### src/dpac_defs.vh
// Purpose: constants for the debug port access-interface control block
// Assumes: 8-bit registers, 4-bit register index from the access layer
// Notes: offsets are register indices on the port's own register access
`ifndef DPAC_DEFS_VH
`define DPAC_DEFS_VH
`define DPAC_OFS_PHY_CTRL 4'h3
`define DPAC_OFS_KEY_STAT 4'h7
`define DPAC_OFS_RST_REQ 4'h8
`define DPAC_OFS_CLK_SEL 4'h9
`define DPAC_OFS_SYS_CTRL 4'ha
`define DPAC_OFS_SYS_STAT 4'hb
`define DPAC_OFS_CRC_STAT 4'hc
`define DPAC_BIT_NACK_DIS 4
`define DPAC_BIT_CCDET_DIS 3
`define DPAC_BIT_PORT_DIS 2
`define DPAC_BIT_UROW_KEY 5
`define DPAC_BIT_NVM_KEY 4
`define DPAC_BIT_ERASE_KEY 3
`define DPAC_BIT_UROW_DONE 1
`define DPAC_BIT_CLK_REQ 0
`define DPAC_BIT_RST_ACT 5
`define DPAC_BIT_SLEEP 4
`define DPAC_BIT_NVM_PROG 3
`define DPAC_BIT_UROW_PROG 2
`define DPAC_BIT_LOCK 0
`define DPAC_RST_CODE_RESET 8'h59
`define DPAC_RST_CODE_RUN 8'h00
`define DPAC_CLKSEL_RSVD 2'h0
`define DPAC_CLKSEL_16M 2'h1
`define DPAC_CLKSEL_8M 2'h2
`define DPAC_CLKSEL_4M 2'h3
`define DPAC_CLKSEL_RESET 2'h3
`define DPAC_CLKSEL_MSB 1
`define DPAC_SYNC_LOCK 7
`define DPAC_SYNC_UROW 6
`define DPAC_SYNC_SLEEP 5
`define DPAC_SYNC_RST 4
`define DPAC_SYNC_CRC_MSB 2
`define DPAC_CRC_OFF 3'h0
`define DPAC_CRC_BUSY 3'h1
`define DPAC_CRC_OK 3'h2
`define DPAC_CRC_FAIL 3'h4
`define DPAC_SYS_STAT_RESET 8'h01
`define DPAC_SYS_HZ 100000000
`define DPAC_HZ_16M 16000000
`define DPAC_HZ_8M 8000000
`define DPAC_HZ_4M 4000000
`endif

### src/dpac_clk_div.v
// Purpose: port clock enable divider, one-cycle pulse at the selected rate
// Assumes: sys_clk at the rate in the defs header
// Notes: divisors round down to whole sys_clk periods (16 MHz -> every 6 cycles)
`timescale 1ns/10ps
`include "dpac_defs.vh"
module dpac_clk_div #(
  parameter CNT_W = 8
) (
  input wire sys_clk,
  input wire nrst,
  input wire run,
  input wire [1:0] clkSel,
  output reg portTick
);
  localparam integer DIV16_I = `DPAC_SYS_HZ / `DPAC_HZ_16M;
  localparam integer DIV8_I = `DPAC_SYS_HZ / `DPAC_HZ_8M;
  localparam integer DIV4_I = `DPAC_SYS_HZ / `DPAC_HZ_4M;
  localparam [CNT_W-1:0] DIV16 = DIV16_I[CNT_W-1:0];
  localparam [CNT_W-1:0] DIV8 = DIV8_I[CNT_W-1:0];
  localparam [CNT_W-1:0] DIV4 = DIV4_I[CNT_W-1:0];
  reg [CNT_W-1:0] cnt;
  reg [CNT_W-1:0] limit;
  always @* begin
    case (clkSel)
      `DPAC_CLKSEL_16M: limit = DIV16;
      `DPAC_CLKSEL_8M: limit = DIV8;
      default: limit = DIV4;
    endcase
  end
  always @(posedge sys_clk) begin
    if (!nrst || !run) begin
      cnt <= {CNT_W{1'b0}};
      portTick <= 1'b0;
    end else if (cnt >= limit - 1'b1) begin
      cnt <= {CNT_W{1'b0}};
      portTick <= 1'b1;
    end else begin
      cnt <= cnt + 1'b1;
      portTick <= 1'b0;
    end
  end
endmodule // dpac_clk_div

### src/dpac_ctrl.v
// Purpose: control and status registers of the single-wire debug port access interface
// Assumes: access layer presents decoded register writes/reads and key-decode pulses
// Notes: system-side status arrives asynchronously and is synchronised here
`timescale 1ns/10ps
`include "dpac_defs.vh"
module dpac_ctrl #(
  parameter DIV_W = 8
) (
  input wire sys_clk,
  input wire nrst,
  input wire portEnable,
  input wire regWrite,
  input wire regRead,
  input wire [3:0] regAddr,
  input wire [7:0] regWdata,
  output reg [7:0] regRdata,
  input wire userRowKeyDecoded,
  input wire nvmKeyDecoded,
  input wire eraseKeyDecoded,
  input wire nvmProgStart,
  input wire ldStActive,
  input wire sysInReset,
  input wire sysInSleep,
  input wire sysUserRowProgReady,
  input wire sysLocked,
  input wire [2:0] crcState,
  output wire nackDisable,
  output wire contentionDetectDisable,
  output wire sendResetNack,
  output wire portDisabled,
  output wire systemResetRequest,
  output wire systemClockRequest,
  output reg userRowDone,
  output wire [1:0] portClockSelect,
  output wire portClockTick
);
  reg nack_disable;
  reg contention_detect_disable;
  reg userRowKeyOk;
  reg nvmKeyOk;
  reg eraseKeyOk;
  reg [7:0] resetRequestCode;
  reg [1:0] clkSel;
  reg system_clock_request;
  reg nvmProgFlag;
  reg rstSeen;
  reg [7:0] metaSys;
  reg [7:0] syncSys;
  reg [2:0] crcStatus;
  reg portOn;
  reg holdReset;
  reg prevReset;
  reg freshOn;
  reg [2:0] crcPrev;
  wire enabled;
  wire wrPhy;
  wire wrKey;
  wire wrRst;
  wire wrClk;
  wire wrSys;
  wire rdSys;
  wire portReset;
  wire sysResetNow;
  wire wrRstGo;
  wire wrRstRun;
  wire [7:0] sysStatus;

  // one decode helper keeps all strobes identical in timing
  function hit;
    input [3:0] addr;
    input [3:0] ofs;
    begin
      hit = (addr == ofs);
    end
  endfunction

  assign wrPhy = regWrite && hit(regAddr, `DPAC_OFS_PHY_CTRL);
  assign wrKey = regWrite && hit(regAddr, `DPAC_OFS_KEY_STAT);
  assign wrRst = regWrite && hit(regAddr, `DPAC_OFS_RST_REQ);
  assign wrClk = regWrite && hit(regAddr, `DPAC_OFS_CLK_SEL);
  assign wrSys = regWrite && hit(regAddr, `DPAC_OFS_SYS_CTRL);
  assign rdSys = regRead && hit(regAddr, `DPAC_OFS_SYS_STAT);
  // both reset-register codes decoded once; every other value is reserved
  assign wrRstGo = wrRst && (regWdata == `DPAC_RST_CODE_RESET);
  assign wrRstRun = wrRst && (regWdata == `DPAC_RST_CODE_RUN);

  // port reset: chip reset, port not enabled, or disable bit written
  assign portReset = !nrst || !portOn || (wrPhy && regWdata[`DPAC_BIT_PORT_DIS]);

  // enable tracking; system reset request does not reach this
  always @(posedge sys_clk) begin
    if (!nrst) begin
      portOn <= 1'b0;
      prevReset <= 1'b0;
    end else begin
      prevReset <= portEnable;
      if (portEnable && !prevReset)
        portOn <= 1'b1;
      else if (!portEnable || (wrPhy && regWdata[`DPAC_BIT_PORT_DIS]))
        portOn <= 1'b0;
    end
  end
  assign enabled = portOn;
  assign portDisabled = !portOn;

  // system-side levels: two flops before use
  always @(posedge sys_clk) begin
    if (!nrst) begin
      metaSys <= 8'h00;
      syncSys <= 8'h00;
    end else begin
      metaSys <= {sysLocked, sysUserRowProgReady, sysInSleep, sysInReset, 1'b0, crcState};
      syncSys <= metaSys;
    end
  end

  // first cycle after the port leaves reset, for the clock request default
  always @(posedge sys_clk) begin
    if (portReset) begin
      freshOn <= 1'b1;
    end else begin
      freshOn <= 1'b0;
    end
  end

  // the disable bit is not stored: writing it resets the whole port
  always @(posedge sys_clk) begin
    if (portReset) begin
      nack_disable <= 1'b0;
      contention_detect_disable <= 1'b0;
    end else if (wrPhy) begin
      nack_disable <= regWdata[`DPAC_BIT_NACK_DIS];
      contention_detect_disable <= regWdata[`DPAC_BIT_CCDET_DIS];
    end
  end

  // clock request: on by default once enabled, then under debugger control
  always @(posedge sys_clk) begin
    if (portReset) begin
      system_clock_request <= 1'b0;
    end else if (wrSys) begin
      system_clock_request <= regWdata[`DPAC_BIT_CLK_REQ];
    end else if (freshOn) begin
      system_clock_request <= 1'b1;
    end
  end

  // key flags: a decode in the same cycle as a clear wins
  always @(posedge sys_clk) begin
    if (portReset) begin
      userRowKeyOk <= 1'b0;
    end else if (userRowKeyDecoded) begin
      userRowKeyOk <= 1'b1;
    end else if (wrKey && regWdata[`DPAC_BIT_UROW_KEY]) begin
      userRowKeyOk <= 1'b0;
    end
  end

  always @(posedge sys_clk) begin
    if (portReset) begin
      nvmKeyOk <= 1'b0;
      nvmProgFlag <= 1'b0;
    end else begin
      if (nvmKeyDecoded) begin
        nvmKeyOk <= 1'b1;
      end else if (nvmProgStart) begin
        nvmKeyOk <= 1'b0;
      end
      // programming flag only rises on a start backed by the key
      if (nvmProgStart && nvmKeyOk) begin
        nvmProgFlag <= 1'b1;
      end else if (wrRstRun) begin
        nvmProgFlag <= 1'b0;
      end
    end
  end

  always @(posedge sys_clk) begin
    if (portReset) begin
      eraseKeyOk <= 1'b0;
    end else if (eraseKeyDecoded) begin
      eraseKeyOk <= 1'b1;
    end else if (wrRstGo) begin
      eraseKeyOk <= 1'b0;
    end
  end

  // reserved codes dropped, so a stray write can neither assert nor release reset
  always @(posedge sys_clk) begin
    if (portReset) begin
      resetRequestCode <= `DPAC_RST_CODE_RUN;
      holdReset <= 1'b0;
    end else if (wrRstGo) begin
      resetRequestCode <= regWdata;
      holdReset <= 1'b1;
    end else if (wrRstRun) begin
      resetRequestCode <= regWdata;
      holdReset <= 1'b0;
    end
  end

  always @(posedge sys_clk) begin
    if (portReset) begin
      clkSel <= `DPAC_CLKSEL_RESET;
    end else if (wrClk && regWdata[`DPAC_CLKSEL_MSB:0] != `DPAC_CLKSEL_RSVD) begin
      clkSel <= regWdata[`DPAC_CLKSEL_MSB:0];
    end
  end

  // one-cycle start pulse, refused until the user row key has decoded
  always @(posedge sys_clk) begin
    if (portReset) begin
      userRowDone <= 1'b0;
    end else begin
      userRowDone <= wrSys && regWdata[`DPAC_BIT_UROW_DONE] && userRowKeyOk;
    end
  end

  // sticky so a short system reset is not missed; a read clears it,
  // but a reset still present wins over the read
  always @(posedge sys_clk) begin
    if (portReset) begin
      rstSeen <= 1'b0;
    end else if (sysResetNow) begin
      rstSeen <= 1'b1;
    end else if (rdSys) begin
      rstSeen <= 1'b0;
    end
  end

  // crc word crosses bit by bit: take it only once two samples agree,
  // so a one-hot change never shows a mixed code
  always @(posedge sys_clk) begin
    if (portReset) begin
      crcPrev <= `DPAC_CRC_OFF;
      crcStatus <= `DPAC_CRC_OFF;
    end else begin
      crcPrev <= syncSys[`DPAC_SYNC_CRC_MSB:0];
      if (syncSys[`DPAC_SYNC_CRC_MSB:0] == crcPrev) begin
        crcStatus <= crcPrev;
      end
    end
  end

  assign nackDisable = nack_disable;
  assign contentionDetectDisable = contention_detect_disable;
  // system reset from either side: the synchronised level or our own hold
  assign sysResetNow = syncSys[`DPAC_SYNC_RST] || holdReset;
  // nack only while not disabled, system reset hits a load/store in progress
  assign sendResetNack = enabled && !nack_disable && ldStActive && sysResetNow;
  // system reset output; port state is untouched by it
  assign systemResetRequest = holdReset;
  assign systemClockRequest = enabled && system_clock_request;
  assign portClockSelect = clkSel;
  // lock reads as set while the port is off, matching the register's reset value
  assign sysStatus = {2'h0, rstSeen || sysResetNow, syncSys[`DPAC_SYNC_SLEEP], nvmProgFlag,
      syncSys[`DPAC_SYNC_UROW], 1'b0, !enabled || syncSys[`DPAC_SYNC_LOCK]};

  always @* begin
    case (regAddr)
      `DPAC_OFS_PHY_CTRL: regRdata = {3'h0, nack_disable, contention_detect_disable, 3'h0};
      `DPAC_OFS_KEY_STAT: regRdata = {2'h0, userRowKeyOk, nvmKeyOk, eraseKeyOk, 3'h0};
      `DPAC_OFS_RST_REQ: regRdata = resetRequestCode;
      `DPAC_OFS_CLK_SEL: regRdata = {6'h00, clkSel};
      `DPAC_OFS_SYS_CTRL: regRdata = {7'h00, system_clock_request};
      `DPAC_OFS_SYS_STAT: regRdata = sysStatus;
      `DPAC_OFS_CRC_STAT: regRdata = {5'h00, crcStatus};
      default: regRdata = 8'h00;
    endcase
  end

  dpac_clk_div #(
    .CNT_W(DIV_W)
  ) u_div (
    .sys_clk(sys_clk),
    .nrst(nrst),
    .run(enabled),
    .clkSel(clkSel),
    .portTick(portClockTick)
  );
endmodule // dpac_ctrl

### config.mk
export PLATFORM = sky130hd
export DESIGN_NAME = dpac_ctrl
export DESIGN_NICKNAME = d
export VERILOG_FILES = /design/src/dpac_clk_div.v /design/src/dpac_ctrl.v
export VERILOG_INCLUDE_DIRS = /design/src /design/src/src
export SDC_FILE = /design/constraint.sdc
export NUM_CORES = 1
export LEC_CHECK = 0
export BUFFER_PORTS_ARGS = -buffer_cell sky130_fd_sc_hd__buf_4
export CAP_MARGIN = 10
export CORE_MARGIN = 2
export CORE_UTILIZATION = 48
export DETAILED_ROUTE_END_ITERATION = 8
export GPL_ROUTABILITY_DRIVEN = 0
export PLACE_DENSITY = 0.76
export REMOVE_ABC_BUFFERS = 1
export SETUP_SLACK_MARGIN = 0.05
export SLEW_MARGIN = 20
export SYNTH_ARGS = -nofsm -noshare
export SYNTH_HDL_FRONTEND = slang
export SYNTH_HIERARCHICAL = 1
export SYNTH_SLANG_ARGS = --single-unit
### constraint.sdc
create_clock -name sys_clk -period 2.05 [get_ports sys_clk]
set_clock_uncertainty 0.1 [all_clocks]
set_input_delay 0.3075 -clock sys_clk [delete_from_list [all_inputs] [get_ports sys_clk]]
set_output_delay 0.3075 -clock sys_clk [all_outputs]
set_load 0.05 [all_outputs]
# Word-level counts from Yosys, hierarchy flattened

Cells that the tools add are included.
W data, S select, Z words.

Register bits after elaboration: 54
Bits of input ports: 29

Add/sub/neg operators: 2
Order comparisons: 1
Equal/unequal tests: 11
Muxes and demuxes: 21
Reductions and logical operators: 41

Operator list:

| cell                  | count |
|---|---|
| $pmux W8 S7           | 1 |
| $eq A4 B4 Y1 const B  | 5 |
| $logic_and A1 B1 Y1   | 19 |
| $reduce_bool A2 Y1    | 9 |
| $mux W1               | 17 |
| $mux W8               | 2 |
| $pmux W5 S2           | 1 |
| $add A8 B1 Y8 const B | 1 |
| $eq A8 B7 Y1 const B  | 1 |
| $ge A8 B8 Y1          | 1 |
| $logic_not A8 Y1      | 1 |
| $logic_or A1 B1 Y1    | 6 |
| $sub A5 B1 Y6 const B | 1 |
| $logic_not A1 Y1      | 5 |
| $eq A4 B2 Y1 const B  | 1 |
| $eq A4 B3 Y1 const B  | 1 |
| $eq A3 B3 Y1          | 1 |
| $eq A2 B1 Y1 const B  | 1 |
| $eq A2 B2 Y1 const B  | 1 |
| $reduce_or A2 Y1      | 1 |

# Depth between registers and ports, before layout

Gate-level depths: netlist (run 1).

Depth after elaboration: 6
Gate-level depth with buffers: 8
Gate-level depth less buffers: 8

# Modules after synthesis

Netlist (run 1), hierarchy kept.

Modules (own cells, without submodules):

| module       | instances | cells each | area each (µm²) | sequential area each (µm²) |
|---|---|---|---|---|
| dpac_ctrl    | 1         | 169        | 1,666.6         | 860.8 |
| dpac_clk_div | 1         | 55         | 554.3           | 180.2 |

# Worst setup path after synthesis (run 1)

OpenSTA, ideal clock, no wires.

Path type: reg-to-reg
Start point: register clkSel[0] (netlist: portClockSelect[0])
End point: register u_div.portTick
Arrival: 2.183 ns
Data required time: 1.835 ns
Setup slack: -0.348 ns
Cell stages (with the launch flop): 9
Period minus slack after synthesis: 2.398 ns
Cell sequence: dfxtp_1 > inv_1 > ha_1 > inv_1 > ha_1 > nand2b_4 > a2111oi_4 > o21ai_0 > and3_1

Longest elaborated chain between the ends: 5
Elaborated cells between the ends (all ways): 6

Ends and longest elaborated chain:

| element                                      | line              | RTL |
|---|---|---|
| from (decl)                                  | dpac_ctrl.v:43    | `reg [1:0] clkSel;` |
| from (signal assigned)                       | dpac_ctrl.v:204   | `` clkSel <= `DPAC_CLKSEL_RESET; `` |
| from (signal assigned)                       | dpac_ctrl.v:206   | `` clkSel <= regWdata[`DPAC_CLKSEL_MSB:0]; `` |
| $eq A2 B2 Y1 or $eq A2 B1 Y1 (tied branches) | dpac_clk_div.v:24 | `case (clkSel)` |
| $pmux W5 S2 *                                | dpac_clk_div.v:24 |  |
| $sub A5 B1 Y6 *                              | dpac_clk_div.v:34 | `end else if (cnt >= limit - 1'b1) begin` |
| $ge A8 B8 Y1 *                               | dpac_clk_div.v:34 |  |
| $mux W1 *                                    | dpac_clk_div.v:34 |  |
| to (signal assigned)                         | dpac_clk_div.v:33 | `portTick <= 1'b0;` |
| to (signal assigned)                         | dpac_clk_div.v:36 | `portTick <= 1'b1;` |
| to (signal assigned)                         | dpac_clk_div.v:39 | `portTick <= 1'b0;` |
| to (decl)                                    | dpac_clk_div.v:13 | `output reg portTick` |

Every way passes the cells marked *; elsewhere a longest branch is shown, timed or not.
A chain may end at the register's enable or synchronous reset.

# Final worst setup path (run 1)

Same ends and word-level chain as after synthesis.

==> results of run 1 <==
power groups by stage:
stage	Combinational (W)	Clock, W	Sequential, W
6_report	0.000156	0.000566	0.00104
5_1_grt	0.000171	0.000628	0.00104
3_5_place_dp	0.000154	0	0.00106
2_1_floorplan	0.0000673	0	0.00106
4_1_cts	0.000154	0.000587	0.00104
3_3_place_gp	0.000151	0	0.00106
sequential cells by signal, indices dropped and copies added (netlist names):
signal,flops
u_div/portTick,1
freshOn,1
userRowKeyOk,1
nackDisable,1
crcPrev,3
rstSeen,1
nvmProgFlag,1
crcStatus,3
syncSys,7
systemResetRequest,1
system_clock_request,1
portClockSelect,2
resetRequestCode,8
prevReset,1
metaSys,7
enabled,1
nvmKeyOk,1
userRowDone,1
eraseKeyOk,1
u_div/cnt,8
contentionDetectDisable,1
cell type report:
class | count | area, µm² | share of cell area
multi-input combinational | 156 | 1160 | 0.415
sequential | 52 | 1040 | 0.373
timing repair buffer | 53 | 398 | 0.142
clock buffer | 6 | 72.6 | 0.0260
tap | 52 | 65.1 | 0.0233
inverter | 10 | 40.0 | 0.0143
clock inverter | 2 | 16.3 | 0.00582
Yosys cell counts, types with 2 or more instances:
cell,number
a21o_1,4
a31o_1,2
buf_2,3
nor3_2,2
xnor2_1,4
nand2_1,20
o21a_1,3
inv_1,10
and2_1,26
a21oi_1,6
a22oi_1,5
ha_1,10
a2111oi_4,2
and3_1,3
clkbuf_1,2
o31ai_1,2
dfxtp_1,52
conb_1,2
nand3_1,9
mux2i_1,6
nor3_1,2
o21ai_0,5
nand4_1,4
xor2_1,3
nor2_1,15
per-layer routing:
metal,vias up,routed length [µm]
met2,36,2290
met3,9,180
li1,882,-
met4,0,82
met5,-,0
met1,816,2040
cell families (layout without fill, tap and decap cells):
kind of cell | Yosys count | in the layout
AO/OA/AOI/OAI | 37 | 37
adder cells (fa/ha/maj) | 10 | 10
buffers and inverters | 16 | 71
other | 2 | 2
AND/OR/NAND/NOR | 94 | 94
flip-flops | 52 | 52
XOR/XNOR | 7 | 7
multiplexers | 6 | 6
worst paths after layout:
path / depth (start not counted) / from / end
setup / recovery: 8 / portClockSelect[0]$_SDFFE_PP1P_ / u_div/portTick$_SDFF_PP0_
hold / removal: 3 / eraseKeyDecoded / eraseKeyOk$_SDFFE_PP0P_
setup reg to reg: 8 / portClockSelect[0]$_SDFFE_PP1P_ / u_div/portTick$_SDFF_PP0_
hold reg to reg: 1 / metaSys[7]$_SDFF_PN0_ / syncSys[7]$_SDFF_PN0_
per-stage QoR:
step	cell area, µm²	util	instances	TNS [ps]	hold WS, ps
4_1_cts	2740	0.620	331	0	96.6
2_1_floorplan	2190	-	218	-2750	293
3_5_place_dp	2650	0.600	323	-16.2	319
3_3_place_gp	2650	0.600	323	0	296
5_1_grt	2790	0.633	331	-13.2	96.2
6_report	2790	0.633	331	0	98.9
tightest hold or removal path: stages:
cell and delay [ps]:
buf_4 80, nand2_1 40, nand2_1 50
what timing repair did:
action                     in CTS  in global routing
setup endpoints to repair       7                  7
gates cloned                    0                  0
pin swaps                       4                  4
buffers inserted                0                  0
resized for setup               2                  9
==> impl_metrics.csv, run 1 <==
group,metric,value,unit
status,outcome,"finished clean",
sta,clock.fmax,505,MHz
sta,rsz0062_at_grt,"yes",
synth,synth_top_family_by_area,"simple AND/OR/NAND/NOR gates",
sta,worst_slack,69.9,ps
clocking,cts_sinks,52,
sta,drv_slew,0,
power_and_ir_drop,power,0.00176,W
synth,synth.area.top_cells,"dfxtp_1 47%, and2_1 7.3%, ha_1 5.6%",
place,dpl_worst_slack,-16.2,ps
clocking,tritoncts,"yes",
clocking,clockBufferDepth,2,
run,max_cap_viol_count,0,
critical_path,crit_top_cell,"ha_4",
detailed_routing,drtIter0Drc,53,
detailed_routing,ant_nets,0,
synth,ys_seq_elements,52,
synth,synth_warnings,6,
global_route,use_met1,0.241,
detailed_routing,wirelength,4.59,mm
synth,synth-main-ff-cell,"dfxtp_1",
synth,synthCells,224,
clocking,clockRootBuffer,"clkbuf_8",
power_and_ir_drop,p_sw,0.000413,W
detailed_routing,drc,0,
cells_and_area,drive_above_1_share,0.280,
synth,yosys.area_share.xor_xnor,0.0276,
synth,synth_top_area_frac,0.469,
critical_path,crit_chain,"inv_2 > ha_4 > inv_4 > ha_4 > nand2b_4 > a2111oi_4 > o21ai_1 > and3_1",
global_route,antenna_found_initial,0,
floorplan,start_util,0.503,
global_route,grt_overflow,0,
critical_path,cp.required,2160,ps
detailed_routing,wl_per_cell,13.9,µm
place,dp_hpwl,3.49,mm
synth,synth.largest_area_cell,"dfxtp_1",
floorplan,rows,24,
synth,yosysUniqueCellTypes,47,
floorplan,dieHeight,72.0,µm
place,port-buffer-count,46,
power_and_ir_drop,p_per_area,631,nW/µm²
synth,yosys.area_share.simple,0.250,
global_route,grt_use_total,0.189,
clocking,cts_buffers,5,
clocking,insertion_delay,300,ps
cells_and_area,area_growth_syn_to_layout,25.8,%
power_and_ir_drop,p_sw_frac,0.234,
global_route,grt_max_degree,19,
critical_path,worstSetupPathType,"reg -> reg",
floorplan,dieArea,5190,µm²
power_and_ir_drop,ir_drop,0.493,mV
floorplan,die_x,72.0,µm
floorplan,core,4410,µm²
synth,avgSynthCellArea,9.91,µm²
detailed_routing,dr.pass1.iters,4,
cells_and_area,fillers,385,
floorplan,io_pins,47,
synth,synthMuxAreaShare,0.0270,
power_and_ir_drop,pwr-share-clk,0.321,
synth,synth_seq_area_share,0.469,
power_and_ir_drop,intPower,0.00135,W
global_route,grt_pass1_wl,7.62,mm
critical_path,end_kind,"register",
global_route,grtUsageMet3,0.0389,
critical_path,crit_family,"compound AO/OA/AOI/OAI gates",
detailed_routing,num_vias,1743,
clocking,postCtsHoldBufs,0,
global_route,grt_busiest_layer,"met2",
synth,async_reset_ff_frac,0,
critical_path,crit_buf_inv,2,
critical_path,crit_path_start_kind,"register",
critical_path,cp_slowest_cell,"a2111oi_4",
critical_path,r2r_setup_slack,70,ps
sta,min_period,1980,ps
cells_and_area,fin_nets,317,
sta,setup_viol,0,
power_and_ir_drop,power_frac_seq,0.590,
global_route,first_global_vias,1666,
hold_path,hp-class,"in -> reg",
cells_and_area,layout_commonest_cell,"buf_4",
sta,finalCritPeriodShare,0.966,
synth,synth_edf_count,0,
critical_path,critPathMaxStageDelay,460,ps
power_and_ir_drop,combinationalPowerShare,0.088,
clocking,path_clk_slew,90,ps
cells_and_area,layout_common_cells,"53 x buf_4, 50 x dfxtp_1, 26 x and2_1",
clocking,h-tree-depth,2,
sta,hold_violations,0,
power_and_ir_drop,p_leak,1.21,nW
critical_path,path_max_fanout,3,
synth,synth-compound-area-share,0.135,
detailed_routing,vias_per_cell,5.27,
critical_path,arrival,2090,ps
global_route,met2_usage,0.318,
synth,synth_fa_ha_area_frac,0.0563,
synth,synth_area,2220,µm²
cells_and_area,antenna-diode-count,0,
Power figures use the tool's default switching activity.
==> run 2, diff against run 1 <==
--- a/config.mk
+++ b/config.mk
@@ -6,13 +6,14 @@
 export SDC_FILE = /design/constraint.sdc
 export NUM_CORES = 1
 export LEC_CHECK = 0
+export ABC_AREA = 1
 export BUFFER_PORTS_ARGS = -buffer_cell sky130_fd_sc_hd__buf_4
 export CAP_MARGIN = 10
 export CORE_MARGIN = 2
-export CORE_UTILIZATION = 48
+export CORE_UTILIZATION = 49
 export DETAILED_ROUTE_END_ITERATION = 8
 export GPL_ROUTABILITY_DRIVEN = 0
-export PLACE_DENSITY = 0.76
+export PLACE_DENSITY = 0.77
 export REMOVE_ABC_BUFFERS = 1
 export SETUP_SLACK_MARGIN = 0.05
 export SLEW_MARGIN = 20
==> run 2 against run 1 <==
Area after synthesis rose by 5.1%. Combinational power barely moved. Final area rose by 1.4%. First-iteration DRC count rose by 140%. Synthesized cell count rose by 41%. Critical endpoint is now regRdata[5]. Highest routed layer unchanged.
==> impl_metrics.csv, run 2 <==
group,metric,value,unit
synth,synthCells,316,
synth,synth_edf_count,0,
global_route,antenna_found_initial,0,
power_and_ir_drop,power_frac_seq,0.548,
clocking,clockRootBuffer,"clkbuf_8",
global_route,grt_busiest_layer,"met2",
cells_and_area,drive_above_1_share,0.202,
cells_and_area,largest_registers,"resetRequestCode: 8 flops, u_div/cnt: 8 flops",
synth,synth_warnings,6,
sta,drv_slew,0,
cells_and_area,multi_input_area,1050,µm²
synth,synth_most_common_cell,"nand2_1",
critical_path,path_max_fanout,3,
power_and_ir_drop,p_sw_frac,0.228,
floorplan,io_pins,47,
detailed_routing,drc,0,
power_and_ir_drop,intPower,0.00146,W
cells_and_area,fin_nets,404,
run,max_cap_viol_count,0,
global_route,met2_usage,0.325,
global_route,use_met1,0.223,
floorplan,dieHeight,73.0,µm
critical_path,crit_chain,"or2_2 > o21ai_0 > nand3_1 > buf_4",
floorplan,rows,25,
critical_path,end_kind,"output pin",
cells_and_area,fillers,418,
sta,min_period,1810,ps
cells_and_area,antenna-diode-count,0,
clocking,path_clk_slew,90,ps
global_route,grt_max_degree,27,
critical_path,cp.required,1640,ps
critical_path,r2r_cells,11,
synth,yosysUniqueCellTypes,28,
power_and_ir_drop,p_per_area,669,nW/µm²
synth,synth.largest_area_cell,"dfxtp_1",
critical_path,path_depth,4,
floorplan,dieArea,5330,µm²
power_and_ir_drop,pwr-share-clk,0.368,
power_and_ir_drop,combinationalPowerShare,0.084,
critical_path,worstSetupPathType,"reg -> out",
cells_and_area,layout_commonest_cell,"nand2_1",
critical_path,crit_family,"simple AND/OR/NAND/NOR gates",
critical_path,cp_slowest_cell,"dfxtp_1",
clocking,h-tree-depth,2,
clocking,clockBufferDepth,2,
sta,rsz0062_at_grt,"no",
synth,synth_area,2330,µm²
global_route,grtUsageMet3,0.0373,
critical_path,arrival,1400,ps
clocking,tritoncts,"yes",
global_route,grt_use_total,0.185,
synth,synth_top_area_frac,0.446,
hold_path,hp-class,"in -> reg",
clocking,cts_sinks,52,
power_and_ir_drop,p_leak,1.39,nW
place,dpl_worst_slack,198,ps
sta,hold_violations,0,
detailed_routing,vias_per_cell,4.77,
power_and_ir_drop,ir_drop,0.404,mV
sta,tns,0,ps
synth,async_reset_ff_frac,0,
cells_and_area,area_growth_syn_to_layout,21.4,%
synth,synth.area.top_cells,"dfxtp_1 45%, nand2_1 13%, inv_1 8.4%",
clocking,insertion_delay,290,ps
clocking,postCtsSetupRepairBufs,0,
synth,avgSynthCellArea,7.39,µm²
sta,setup_viol,0,
place,port-buffer-count,46,
detailed_routing,dr.pass1.iters,4,
global_route,first_global_vias,1896,
power_and_ir_drop,p_sw,0.000432,W
floorplan,core,4660,µm²
floorplan,start_util,0.501,
floorplan,die_x,73.0,µm
critical_path,crit_path_start_kind,"register",
clocking,postCtsHoldBufs,0,
synth,synth_seq_area_share,0.446,
cells_and_area,regArea,1040,µm²
detailed_routing,wirelength,4.52,mm
critical_path,critPathMaxStageDelay,330,ps
place,dp_hpwl,3.58,mm
synth,synth_commonest_cells,"82 x nand2_1, 52 x dfxtp_1, 52 x inv_1, 40 x nor2_1",
synth,synth-main-ff-cell,"dfxtp_1",
detailed_routing,ant_nets,0,
synth,ys_seq_elements,52,
critical_path,crit_buf_inv,1,
detailed_routing,num_vias,2004,
detailed_routing,wl_per_cell,10.8,µm
sta,finalCritPeriodShare,0.882,
hold_path,hold_depth,3,
cells_and_area,layout_common_cells,"82 x nand2_1, 52 x inv_1, 51 x dfxtp_1",
status,outcome,"finished clean",
global_route,grt_overflow,0,
global_route,grt_pass1_wl,7.71,mm
detailed_routing,drtIter0Drc,126,
sta,worst_slack,243,ps
clocking,cts_buffers,5,
sta,clock.fmax,553,MHz
clocking,cts_resized,0,
[run 2: cell count changes in the layout (fill, tap and decap cells not counted), sizes merged, moves of 3 or more]
cell	change
a21oi	+12
nand2	+66
nand3	+11
nor2	+30
o21a	-4
a21o	-4
o21ai	-3
and2	-26
buf	-6
a22oi	-5
inv	+45
mux2i	-6
[run 2: worst reg2reg max path, cell delays in order, from the launching register on]
cell and delay (ps):
dfxtp_2 400, inv_1 60, ha_1 270, inv_1 50, ha_1 260, nand2_1 60, nor2_1 40, nor2_1 80
nand2_1 60, nand2_1 120, nand3_4 120, nor2_1 110
[run 2: through the flow]
stage	cells	util	area, µm²	hold WS (ps)	total power, W
3_5_place_dp	412	0.583	2720	296	0.00122
2_1_floorplan	311	-	2300	286	0.00114
3_3_place_gp	412	0.583	2720	292	0.00122
4_1_cts	420	0.608	2830	74.8	0.00192
6_report	420	0.608	2830	86.2	0.00190
5_1_grt	420	0.608	2830	70.2	0.00198
[run 2: power by group through the flow]
| stage | combinational, W | sequential [W] | clock, W |
|---|---|---|---|
| 2_1_floorplan | 0.0000758 | 0.00106 | 0 |
| 3_3_place_gp | 0.000156 | 0.00106 | 0 |
| 3_5_place_dp | 0.000159 | 0.00106 | 0 |
| 4_1_cts | 0.000160 | 0.00104 | 0.000724 |
| 5_1_grt | 0.000177 | 0.00104 | 0.000763 |
| 6_report | 0.000159 | 0.00104 | 0.000699 |
[run 2: per-layer routing]
metal,vias to the layer above,share of wire
li1,1058,-
met1,888,0.43
met2,54,0.50
met3,4,0.054
met4,0,0.010
met5,-,0
[run 2: path summary, 6_finish.rpt]
path	start	end	slack [ps]
max	systemResetRequest$_SDFFE_PP0P_	regRdata[5]	240
min	sysUserRowProgReady	metaSys[6]$_SDFF_PN0_	90
max reg2reg	portClockSelect[0]$_SDFFE_PP1P_	u_div/cnt[5]$_SDFF_PP0_	280
min reg2reg	prevReset$_SDFF_PN0_	enabled$_SDFFE_PN0P_	310
[run 2: logic make-up (layout without fill, tap and decap cells)]
kind of cell	after synthesis	count (layout)	synth area share
AND/OR/NAND/NOR	163	163	0.311
buffers and inverters	59	109	0.103
flip-flops	52	52	0.446
AO/OA/AOI/OAI	23	23	0.0568
adder cells (fa/ha/maj)	10	10	0.0536
XOR/XNOR	7	7	0.0263
other	2	2	0.00322
[run 2: layout make-up]
class,instances,area share
Multi-Input combinational cell,205,0.372
Tap cell,54,0.0238
Inverter,54,0.0715
Clock buffer,5,0.0243
Sequential cell,52,0.368
Timing Repair Buffer,47,0.125
Clock inverter,3,0.0163
==> run 3, diff against run 2 <==
--- a/config.mk
+++ b/config.mk
@@ -9,6 +9,7 @@
 export ABC_AREA = 1
 export BUFFER_PORTS_ARGS = -buffer_cell sky130_fd_sc_hd__buf_4
 export CAP_MARGIN = 10
+export CORE_ASPECT_RATIO = 0.9
 export CORE_MARGIN = 2
 export CORE_UTILIZATION = 49
 export DETAILED_ROUTE_END_ITERATION = 8
==> run 3 against run 2 <==
Flip-flop and latch count unchanged. Critical path depth up 7. Clock-buffer cell count unchanged. Fmax down 1.4%. Worst setup slack worse by 26 ps. Critical endpoint is now u_div/cnt[0]$_SDFF_PP0_. Largest power group unchanged.
==> impl_metrics.csv, run 3 (synthesis results as in run 2) <==
group,metric,value,unit
cells_and_area,layout_commonest_cell,"nand2_1",
floorplan,rows,23,
clocking,postCtsSetupRepairBufs,0,
floorplan,dieArea,5330,µm²
detailed_routing,num_vias,1996,
clocking,clockRootBuffer,"clkbuf_8",
place,port-buffer-count,46,
floorplan,dieHeight,69.5,µm
power_and_ir_drop,ir_drop,0.501,mV
clocking,insertion_delay,300,ps
critical_path,path_depth,11,
detailed_routing,ant_nets,0,
sta,hold_violations,0,
detailed_routing,vias_per_cell,4.66,
critical_path,end_kind,"register",
status,outcome,"finished clean",
clocking,cts_buffers,5,
cells_and_area,area_growth_syn_to_layout,20.8,%
cells_and_area,antenna-diode-count,0,
floorplan,io_pins,47,
power_and_ir_drop,p_leak,1.38,nW
cells_and_area,fin_cells,428,
hold_path,hp-class,"in -> reg",
global_route,first_global_vias,1842,
place,dp_hpwl,3.67,mm
sta,tns,0,ps
sta,setup_viol,0,
cells_and_area,fillers,420,
clocking,path_clk_slew,100,ps
cells_and_area,fin_nets,404,
critical_path,crit_chain,"inv_1 > ha_1 > inv_1 > ha_1 > nand2_1 > nor2_1 > nor2_1 > nand2_1 > nand2_1 > nand3_4 > nor2_1",
cells_and_area,regArea,1040,µm²
detailed_routing,wirelength,4.76,mm
floorplan,die_x,76.8,µm
sta,worst_slack,217,ps
global_route,grt_use_total,0.188,
floorplan,start_util,0.517,
global_route,antenna_found_initial,0,
global_route,grt_overflow,0,
critical_path,cp_slowest_cell,"dfxtp_2",
cells_and_area,layout_common_cells,"82 x nand2_1, 52 x inv_1, 51 x dfxtp_1",
place,dp.cells,420,
detailed_routing,drc,0,
place,placed_area,2730,µm²
sta,drv_slew,0,
clocking,cts_sinks,52,
sta,finalCritPeriodShare,0.894,
critical_path,cp.required,2190,ps
clocking,tritoncts,"yes",
sta,rsz0062_at_grt,"no",
critical_path,crit_path_start_kind,"register",
place,dpl_worst_slack,171,ps
cells_and_area,drive_above_1_share,0.202,
power_and_ir_drop,p_per_area,637,nW/µm²
detailed_routing,drtIter0Drc,130,
cells_and_area,largest_registers,"resetRequestCode: 8 flops, u_div/cnt: 8 flops",
critical_path,worstSetupPathType,"reg -> reg",
critical_path,crit_family,"simple AND/OR/NAND/NOR gates",
critical_path,crit_buf_inv,2,
cells_and_area,final_cell_area,2820,µm²
clocking,h-tree-depth,2,
critical_path,r2r_cells,11,
critical_path,path_max_fanout,7,
critical_path,arrival,1970,ps
clocking,clockBufferDepth,2,
detailed_routing,wl_per_cell,11.1,µm
hold_path,hold_depth,3,
clocking,postCtsHoldBufs,0,
floorplan,core,4520,µm²
sta,clock.fmax,546,MHz
cells_and_area,multi_input_area,1050,µm²
global_route,grt_pass1_wl,8.01,mm
run,max_cap_viol_count,0,
sta,min_period,1830,ps
critical_path,critPathMaxStageDelay,400,ps
global_route,grt_max_degree,27,
detailed_routing,dr.pass1.iters,4,
## run 3: per-stage QoR
stage | power, W | hold WS [ps] | util
after floorplan | 0.00114 | 286 | -
after global placement | 0.00122 | 292 | 0.604
after detailed placement | 0.00122 | 297 | 0.604
after CTS | 0.00181 | 70.2 | 0.624
after global routing | 0.00188 | 65.5 | 0.624
final | 0.00180 | 75.4 | 0.624
## run 3: what timing repair did
action / in CTS / in global routing
endpoints found under the setup margin: 0 / 5
resized for setup: 0 / 1
endpoints found under the hold margin: 0 / 0
## run 3: per-layer routing
metal,GRT usage,routed length [µm],share of wire
met2,0.316,2280,0.48
met3,0.0482,242,0.051
met4,0.0566,59,0.012
met5,0,0,0
met1,0.238,2180,0.46
## run 3: cell type report
cell class	instances	share of cell area
Clock inverter	3	0.00799
Timing Repair Buffer	47	0.125
Multi-Input combinational cell	205	0.374
Inverter	54	0.0719
Clock buffer	5	0.0244
Sequential cell	52	0.370
Tap cell	62	0.0275
## run 3: worst register-to-register path, cell delays in order (launching register included)
cell and delay [ps]:
dfxtp_2 400, inv_1 60, ha_1 280, inv_1 80, ha_1 230, nand2_1 70
nor2_1 40, nor2_1 80, nand2_1 70, nand2_1 120, nand3_4 120, nor2_1 140
## run 3: power breakdown
part | leakage (nW) | switching, W | internal [W]
sequential | 0.423 | 0.00000885 | 0.00103
clock | 0.0485 | 0.000354 | 0.000245
combinational | 0.910 | 0.0000923 | 0.0000662
## run 3: final timing paths
path                        endpoint  slack, ps                            start
max reg2reg  u_div/cnt[0]$_SDFF_PP0_        220  portClockSelect[0]$_SDFFE_PP1P_
min            metaSys[1]$_SDFF_PN0_         80                      crcState[1]
min reg2reg     enabled$_SDFFE_PN0P_        320             prevReset$_SDFF_PN0_
max          u_div/cnt[0]$_SDFF_PP0_        220  portClockSelect[0]$_SDFFE_PP1P_
